[config.mk]
export PLATFORM = sky130hd
export DESIGN_NAME = scdec_decoder
export DESIGN_NICKNAME = d
export VERILOG_FILES = /design/src/rtl/scdec_pkg.sv /design/src/rtl/scdec_decoder.sv
export SDC_FILE = /design/constraint.sdc
export NUM_CORES = 1
export LEC_CHECK = 0
export ABC_AREA = 1
export BUFFER_PORTS_ARGS = -buffer_cell sky130_fd_sc_hd__buf_4
export CAP_MARGIN = 20
export CORE_ASPECT_RATIO = 1.25
export CORE_MARGIN = 2
export CORE_UTILIZATION = 28
export CTS_CLUSTER_DIAMETER = 200
export DETAILED_ROUTE_END_ITERATION = 8
export SYNTH_ARGS = -nofsm -noshare
export SYNTH_HDL_FRONTEND = slang
export SYNTH_SLANG_ARGS = --single-unit
[constraint.sdc]
create_clock -name ref_clk -period 2.3 [get_ports ref_clk]
set_clock_uncertainty 0.05 [all_clocks]
set_input_delay 0.345 -clock ref_clk [delete_from_list [all_inputs] [get_ports ref_clk]]
set_output_delay 0.345 -clock ref_clk [all_outputs]
set_load 0.005 [all_outputs]
[src/rtl/scdec_pkg.sv]
// Package: constants and types for the card command decoder
package scdec_pkg;

  // ***********************************************
  // Command indices handled here
  // ***********************************************
  localparam logic [5:0] IDX_COND_QUERY = 6'h08;
  localparam logic [5:0] IDX_SPEC_READ = 6'h09;
  localparam logic [5:0] IDX_IDENT_READ = 6'h0a;
  localparam logic [5:0] IDX_STOP = 6'h0c;
  localparam logic [5:0] IDX_STATUS = 6'h0d;
  localparam logic [5:0] IDX_BLEN_SET = 6'h10;
  localparam logic [5:0] IDX_READ_ONE = 6'h11;
  localparam logic [5:0] IDX_READ_MULTI = 6'h12;
  localparam logic [5:0] IDX_WRITE_ONE = 6'h18;
  localparam logic [5:0] IDX_WRITE_MULTI = 6'h19;
  localparam logic [5:0] IDX_SPEC_PROG = 6'h1b;
  localparam logic [5:0] IDX_RANGE_LO = 6'h08;
  localparam logic [5:0] IDX_RANGE_HI = 6'h1b;

  // ***********************************************
  // Argument fields and reset values
  // ***********************************************
  localparam int SUPPLY_MSB = 11;
  localparam int SUPPLY_LSB = 8;
  localparam int PATTERN_MSB = 7;
  localparam int PATTERN_LSB = 0;
  localparam logic [31:0] FIXED_BLOCK_BYTES = 32'h0000_0200;
  localparam logic [31:0] BLOCK_LEN_RESET = 32'h0000_0200;

  // ***********************************************
  // Types
  // ***********************************************
  typedef enum logic [1:0] {
    first_response_format,
    first_response_with_busy,
    second_response_format,
    seventh_response_format
  } scdec_resp_t;

  typedef enum logic [3:0] {
    act_none,
    act_cond_query,
    act_send_specific,
    act_send_identity,
    act_stop_read,
    act_send_status,
    act_set_length,
    act_read_one,
    act_read_multi,
    act_write_one,
    act_write_multi,
    act_program_specific,
    act_illegal
  } scdec_act_t;

  typedef struct packed {
    logic [5:0] index;
    logic [31:0] arg;
  } scdec_cmd_t;

  typedef struct packed {
    scdec_act_t action;
    scdec_resp_t fmt;
    logic illegal;
    logic [3:0] host_supply_voltage_field;
    logic [7:0] check_pattern;
    logic [31:0] address;
    logic [31:0] xfer_len;
  } scdec_ans_t;

endpackage

[src/rtl/scdec_decoder.sv]
// Module: command decoder for a flash card in serial-peripheral mode
`timescale 1ns/10ps

// Summary of operation
// The condition query takes arg bits 11..8 as supply field and 7..0 as check pattern and answers in seventh format.
// The host drives the upper twenty argument bits of the condition query as zero.
// Index 9 answers in first format and then sends the specific data register.
// Index 10 answers in first format and then sends the identity register.
// Index 12 ends a multi-block read and answers in first format with busy.
// Index 13 reports status in the two-byte second format.
// On a standard-capacity card index 16 loads the whole argument as memory block length.
// On high or extended capacity cards memory access always uses 512-byte blocks.
// Index 16 always sets the lock and unlock data length.
// Index 17 reads one block of the configured length and answers in first format.
// Index 18 keeps sending blocks from the address until the stop command.
// Index 24 accepts and programs one block of the configured length.
// Index 25 accepts blocks until the host sends the stop token instead of a start token.
// Index 27 accepts a block updating only programmable specific-data bits, first format.
// Stuff and reserved argument bits never affect decoding.
// The six-bit index field is the plain binary command number.
// Unsupported or reserved indices 8..27 are answered with the illegal flag set.
module scdec_decoder #(
  parameter logic [31:0] FIXED_LEN = scdec_pkg::FIXED_BLOCK_BYTES
) (
  input wire logic ref_clk,
  input wire logic srst,
  input wire logic high_capacity,
  input wire logic cmd_valid,
  input wire scdec_pkg::scdec_cmd_t cmd,
  input wire logic token_valid,
  input wire logic token_is_stop,
  output logic ans_valid_q,
  output scdec_pkg::scdec_ans_t ans_q,
  output logic [31:0] lock_len_q,
  output logic read_multi_q,
  output logic write_multi_q
);
  import scdec_pkg::*;

  if (FIXED_LEN == 32'h0000_0000) begin : g_bad_len
    $error("Fixed block length must be nonzero");
  end

  // ***********************************************
  // Decode
  // ***********************************************
  logic [31:0] blk_len_q;
  logic [31:0] eff_len;
  scdec_ans_t ans_d;

  // Capacity class picks the length; a later class change applies at once
  assign eff_len = high_capacity ? FIXED_LEN : blk_len_q;

  always_comb begin
    ans_d = '0;
    ans_d.action = act_none;
    ans_d.fmt = first_response_format;
    ans_d.address = cmd.arg;
    ans_d.xfer_len = eff_len;
    // Only the index selects; argument content never does
    unique case (cmd.index)
      IDX_COND_QUERY: begin
        ans_d.action = act_cond_query;
        ans_d.fmt = seventh_response_format;
        ans_d.host_supply_voltage_field = cmd.arg[SUPPLY_MSB:SUPPLY_LSB];
        ans_d.check_pattern = cmd.arg[PATTERN_MSB:PATTERN_LSB];
      end
      IDX_SPEC_READ: ans_d.action = act_send_specific;
      IDX_IDENT_READ: ans_d.action = act_send_identity;
      IDX_STOP: begin
        ans_d.action = act_stop_read;
        ans_d.fmt = first_response_with_busy;
      end
      IDX_STATUS: begin
        ans_d.action = act_send_status;
        ans_d.fmt = second_response_format;
      end
      IDX_BLEN_SET: ans_d.action = act_set_length;
      IDX_READ_ONE: ans_d.action = act_read_one;
      IDX_READ_MULTI: ans_d.action = act_read_multi;
      IDX_WRITE_ONE: ans_d.action = act_write_one;
      IDX_WRITE_MULTI: ans_d.action = act_write_multi;
      IDX_SPEC_PROG: ans_d.action = act_program_specific;
      default: begin
        // Indices outside 8..27 belong to other decoders
        if (cmd.index >= IDX_RANGE_LO && cmd.index <= IDX_RANGE_HI) begin
          ans_d.action = act_illegal;
          ans_d.illegal = 1'b1;
        end
      end
    endcase
  end

  // ***********************************************
  // Answer register
  // ***********************************************
  always_ff @(posedge ref_clk) begin
    if (srst) begin
      ans_valid_q <= 1'b0;
      ans_q <= '0;
    end else begin
      ans_valid_q <= cmd_valid;
      if (cmd_valid) begin
        ans_q <= ans_d;
      end
    end
  end

  // ***********************************************
  // Block lengths
  // ***********************************************
  always_ff @(posedge ref_clk) begin
    if (srst) begin
      blk_len_q <= BLOCK_LEN_RESET;
      lock_len_q <= BLOCK_LEN_RESET;
    end else if (cmd_valid && cmd.index == IDX_BLEN_SET) begin
      blk_len_q <= cmd.arg;
      lock_len_q <= cmd.arg;
    end
  end

  // ***********************************************
  // Multi-block state
  // ***********************************************
  // A new start in the same cycle as an end wins, so no start is lost
  always_ff @(posedge ref_clk) begin
    if (srst) begin
      read_multi_q <= 1'b0;
    end else if (cmd_valid && cmd.index == IDX_READ_MULTI) begin
      read_multi_q <= 1'b1;
    end else if (cmd_valid && cmd.index == IDX_STOP) begin
      read_multi_q <= 1'b0;
    end
  end

  always_ff @(posedge ref_clk) begin
    if (srst) begin
      write_multi_q <= 1'b0;
    end else if (cmd_valid && cmd.index == IDX_WRITE_MULTI) begin
      write_multi_q <= 1'b1;
    end else if (token_valid && token_is_stop) begin
      write_multi_q <= 1'b0;
    end
  end

  // ***********************************************
  // Assertions
  // ***********************************************
  a_cond_fields: assert property (@(posedge ref_clk) disable iff (srst)
    cmd_valid && cmd.index == IDX_COND_QUERY |=> ans_valid_q &&
    ans_q.fmt == seventh_response_format &&
    ans_q.host_supply_voltage_field == $past(cmd.arg[11:8]) &&
    ans_q.check_pattern == $past(cmd.arg[7:0]))
    else $error("Condition query fields or format wrong");

  a_reads_first: assert property (@(posedge ref_clk)
    disable iff (srst)
    cmd_valid && (cmd.index == 6'h09 || cmd.index == 6'h0a) |=>
    ans_q.fmt == first_response_format && !ans_q.illegal &&
    (ans_q.action == act_send_specific || ans_q.action == act_send_identity))
    else $error("Register read answer wrong");

  a_stop_busy: assert property (@(posedge ref_clk) disable iff (srst)
    cmd_valid && cmd.index == IDX_STOP |=>
    ans_q.fmt == first_response_with_busy && !read_multi_q)
    else $error("Stop did not answer with busy or end the read");

  a_status_fmt: assert property (@(posedge ref_clk) disable iff (srst)
    cmd_valid && cmd.index == IDX_STATUS |=>
    ans_q.fmt == second_response_format)
    else $error("Status answer not in second format");

  a_len_load: assert property (@(posedge ref_clk) disable iff (srst)
    cmd_valid && cmd.index == IDX_BLEN_SET ##1
    cmd_valid && cmd.index == IDX_READ_ONE && !high_capacity |=>
    ans_q.xfer_len == $past(cmd.arg, 2) && lock_len_q == $past(cmd.arg, 2))
    else $error("Block length not loaded from argument");

  a_fixed_len: assert property (@(posedge ref_clk) disable iff (srst)
    cmd_valid && high_capacity && (cmd.index == IDX_READ_ONE ||
    cmd.index == IDX_WRITE_ONE) |=> ans_q.xfer_len == FIXED_LEN)
    else $error("High capacity card used a variable length");

  a_read_hold: assert property (@(posedge ref_clk) disable iff (srst)
    read_multi_q && !(cmd_valid && cmd.index == IDX_STOP) |=> read_multi_q)
    else $error("Multi-block read ended without stop");

  a_write_stop: assert property (@(posedge ref_clk) disable iff (srst)
    write_multi_q && token_valid && token_is_stop &&
    !(cmd_valid && cmd.index == IDX_WRITE_MULTI) |=> !write_multi_q)
    else $error("Stop token did not end multi-block write");

  a_illegal_flag: assert property (@(posedge ref_clk) disable iff (srst)
    cmd_valid && (cmd.index == 6'h0b || cmd.index == 6'h0e ||
    cmd.index == 6'h0f || cmd.index == 6'h1a ||
    (cmd.index >= 6'h13 && cmd.index <= 6'h17)) |=>
    ans_valid_q && ans_q.illegal && ans_q.action == act_illegal)
    else $error("Unsupported index not flagged illegal");

  a_prog_first: assert property (@(posedge ref_clk) disable iff (srst)
    cmd_valid && cmd.index == IDX_SPEC_PROG |=>
    ans_q.action == act_program_specific && !ans_q.illegal &&
    ans_q.fmt == first_response_format)
    else $error("Specific data program decoded wrong");

  // Downstream data movers take the address from the answer only
  a_addr_pass: assert property (@(posedge ref_clk) disable iff (srst)
    cmd_valid |=> ans_q.address == $past(cmd.arg))
    else $error("Command address not carried into the answer");

  // A stop token in the start cycle belongs to the run before
  a_set_wins: assert property (@(posedge ref_clk) disable iff (srst)
    cmd_valid && cmd.index == IDX_WRITE_MULTI |=> write_multi_q)
    else $error("Multi-block write start was lost");

  a_lock_hold: assert property (@(posedge ref_clk) disable iff (srst)
    !(cmd_valid && cmd.index == IDX_BLEN_SET) |=> $stable(lock_len_q))
    else $error("Lock length changed without a length command");

  a_none_legal: assert property (@(posedge ref_clk) disable iff (srst)
    cmd_valid && (cmd.index < IDX_RANGE_LO || cmd.index > IDX_RANGE_HI) |=>
    ans_q.action == act_none && !ans_q.illegal)
    else $error("Index outside this decoder flagged or decoded");

endmodule // scdec_decoder

==> out/summary.md <==
Run status
- run status: complete, no violations

Setup path
- Worst path max stage delay: 410 ps
- Worst path top cell family by delay: flip-flops
- CP Cell Sequence: buf_4
- type of origin of the critical path: register
- Critical Path Slowest Stage Cell: sky130_fd_sc_hd__dfxtp_1
- Buf+Inv Stages, Crit Path: 1
- element type at the critical path end: output port
- arrival time at the worst endpoint: 950 ps
- required time worst endpoint: 1900 ps
- kind of critical path: reg2out
- crit-path max FO: 3

Global routing
- GRT Overall Usage: 15.9%
- via count of the first global-routing pass: 3876
- pin count of the biggest net entering global routing: 53
- GRT Max-Usage Layer: met2
- M2 GR Usage: 27.4%
- total gr overflow: 0
- met3 demand-to-capacity share in global routing: 4.29%
- antenna violations before repair: 0
- first-pass GRT wire length: 20200 um
- fraction of met1 tracks used by global routing: 18.4%

Floorplan
- y dimension of the die: 143 um
- starting density of the core: 28.7%
- standard cell core area: 15100 um2
- die footprint: 16500 um2
- horizontal die dimension: 115 um
- Cell Rows: 50
- count of boundary I/O pins: 162

Synthesis
- number of warnings reported in the yosys synthesis log: 0
- Post-synth EDFFs: 0
- Synth top cells by count: 183 x sky130_fd_sc_hd__nand2_1, 118 x sky130_fd_sc_hd__dfxtp_1, 86 x sky130_fd_sc_hd__a21oi_1
- cell count after synthesis: 560
- synthesized net count: 604
- share of the synthesized area in the top cell type: 54.6%
- Post-Synthesis Cell Area: 4330 um2
- most frequent cell after synthesis: sky130_fd_sc_hd__nand2_1
- sequential fraction of the synthesis area: 54.6%
- per-instance average area after synthesis: 7.73 um2
- Yosys cell types: 25
- async set-reset flop share out of synthesis: 0%
- number of storage elements in the synthesis netlist: 118
- cell types occupying the most area after synthesis: sky130_fd_sc_hd__dfxtp_1 55%, sky130_fd_sc_hd__nand2_1 16%, sky130_fd_sc_hd__a21oi_1 9.9%, sky130_fd_sc_hd__nor2_1 4.8%, sky130_fd_sc_hd__o21ai_0 3.2%
- library cell with the largest summed area after synthesis: sky130_fd_sc_hd__dfxtp_1
- predominant post-synthesis flop cell: sky130_fd_sc_hd__dfxtp_1

Layout
- layout-stage area growth over the synthesis result: 44.9%
- non-filler cells, final: 930
- cell area after layout: 6270 um2
- number of nets at the end of the flow: 755
- final design utilization: 41.6%
- fraction of final layout cells sized beyond drive strength 1: 29.5%
- number of inserted diodes: 0

Timing
- unrepaired setup endpoints after global routing: false
- fin crit period: 1350 ps
- Rel. slew slack: 59.7%
- share of the clock period used by the worst path: 58.5%
- final-report max-slew violation count: 0
- endpoints failing hold: 0
- final setup violation count: 0
- setup TNS after final layout: 0 ps
- slew at the pin closest to its max-slew limit: 604 ps
- peak clock frequency supported by timing: 0.743 GHz

Clock network
- count of hold-fix buffers inserted at cts: 0
- worst-skew pair later-pin latency: 400 ps
- quantity of gates resized following cts: 0
- Sinks on Clock Net: 118
- TritonCTS clock tree: yes
- clk slew on worst S/H paths: 50 ps
- CTS Root Buffer Type: sky130_fd_sc_hd__clkbuf_16
- Num CTS Buffers: 17
- Max H-tree Level: 4
- Post CTS Setup Buffer Count: 0
- maximum buffer depth of the clock tree: 2

Route
- number of optimization iterations in the first detailed-route pass: 4
- violation count after the first detailed-routing iteration: 201
- antenna viol nets, final: 0
- routed vias: 4157
- number of vias per cell: 4.47
- remaining routing DRC violations: 0
- post-detailed-routing wire length: 13100 um
- routed length per instance: 14.1 um

Power
- maximum VDD drop: 0.000444 V
- power density relative to cell area: 815 nW/um2
- Leak: 2.67 nW
- Total Power Consumption: 5.11 mW

Placed design
- total cell area at the placement stage: 5680 um2
- gp weighted congestion: 0.815
- half-perimeter wire length after placement: 9080 um
- Cells after DPL: 900
- IO Port Bufs: 161

Flow run
- total of max-cap violations: 0

Worst hold path
- HP Class: in2reg

-- logic make-up after synthesis --
kind of cell	count (synthesis)	share of synthesized area [%]
buf+inv	52	5.98
flops	118	54.6
compound gates	123	14.9
simple gates	267	24.6
-- state kept, by name, summed over array words and instances, names as in the netlist --
signal	count
ans_q	83
read_multi_q	1
ans_valid_q	1
blk_len_q	32
write_multi_q	1
-- layer usage --
metal | wire [um] | up-vias
li1 | - | 2107
met1 | 5550 | 1911
met2 | 6670 | 133
met3 | 811 | 6
met4 | 102 | 0
met5 | 0 | -
-- cell usage in the layout, fill, tap and decap left out, types with 4 or more instances in the layout --
cell type | Yosys | final
sky130_fd_sc_hd__nand2_1 | 183 | 183
sky130_fd_sc_hd__buf_4 | 0 | 169
sky130_fd_sc_hd__dfxtp_1 | 118 | 118
sky130_fd_sc_hd__a21oi_1 | 86 | 86
sky130_fd_sc_hd__nor2_1 | 55 | 54
sky130_fd_sc_hd__o21ai_0 | 28 | 28
sky130_fd_sc_hd__nand3_1 | 20 | 20
sky130_fd_sc_hd__clkbuf_16 | 0 | 17
sky130_fd_sc_hd__inv_1 | 11 | 11
sky130_fd_sc_hd__a21oi_2 | 5 | 5
sky130_fd_sc_hd__clkinv_2 | 0 | 4
-- cell type report --
type,instances,area (um2)
Multi-Input combinational cell,390,1710
Clock buffer,21,470
Inverter,14,55.1
Sequential cell,118,2360
Clock inverter,9,126
Tap cell,208,260
Timing Repair Buffer,170,1290
Fill cell,1579,8800
-- final timing paths --
check | slack [ps] | endpoint | from | depth (start not counted)
max | 950 | lock_len_q[7] | blk_len_q[7] | 1
min | 130 | ans_q[55] | cmd[23] | 3
max reg2reg | 1540 | ans_q[9] | blk_len_q[9] | 2
min reg2reg | 410 | ans_q[34] | ans_q[34] | 2
-- through the flow --
stage	setup slack [ps]	hold WS (ps)
after detailed placement	599	404
after floorplan	872	406
after global placement	613	400
after CTS	904	104
after global routing	824	127
final	954	128
-- power breakdown --
group          total [mW]  internal, mW  switching, mW
sequential           2.12          2.09         0.0238
clock                2.65          1.77          0.882
combinational       0.341         0.150          0.191
total                5.11          4.02           1.10
(Power assumes the default switching activity.)
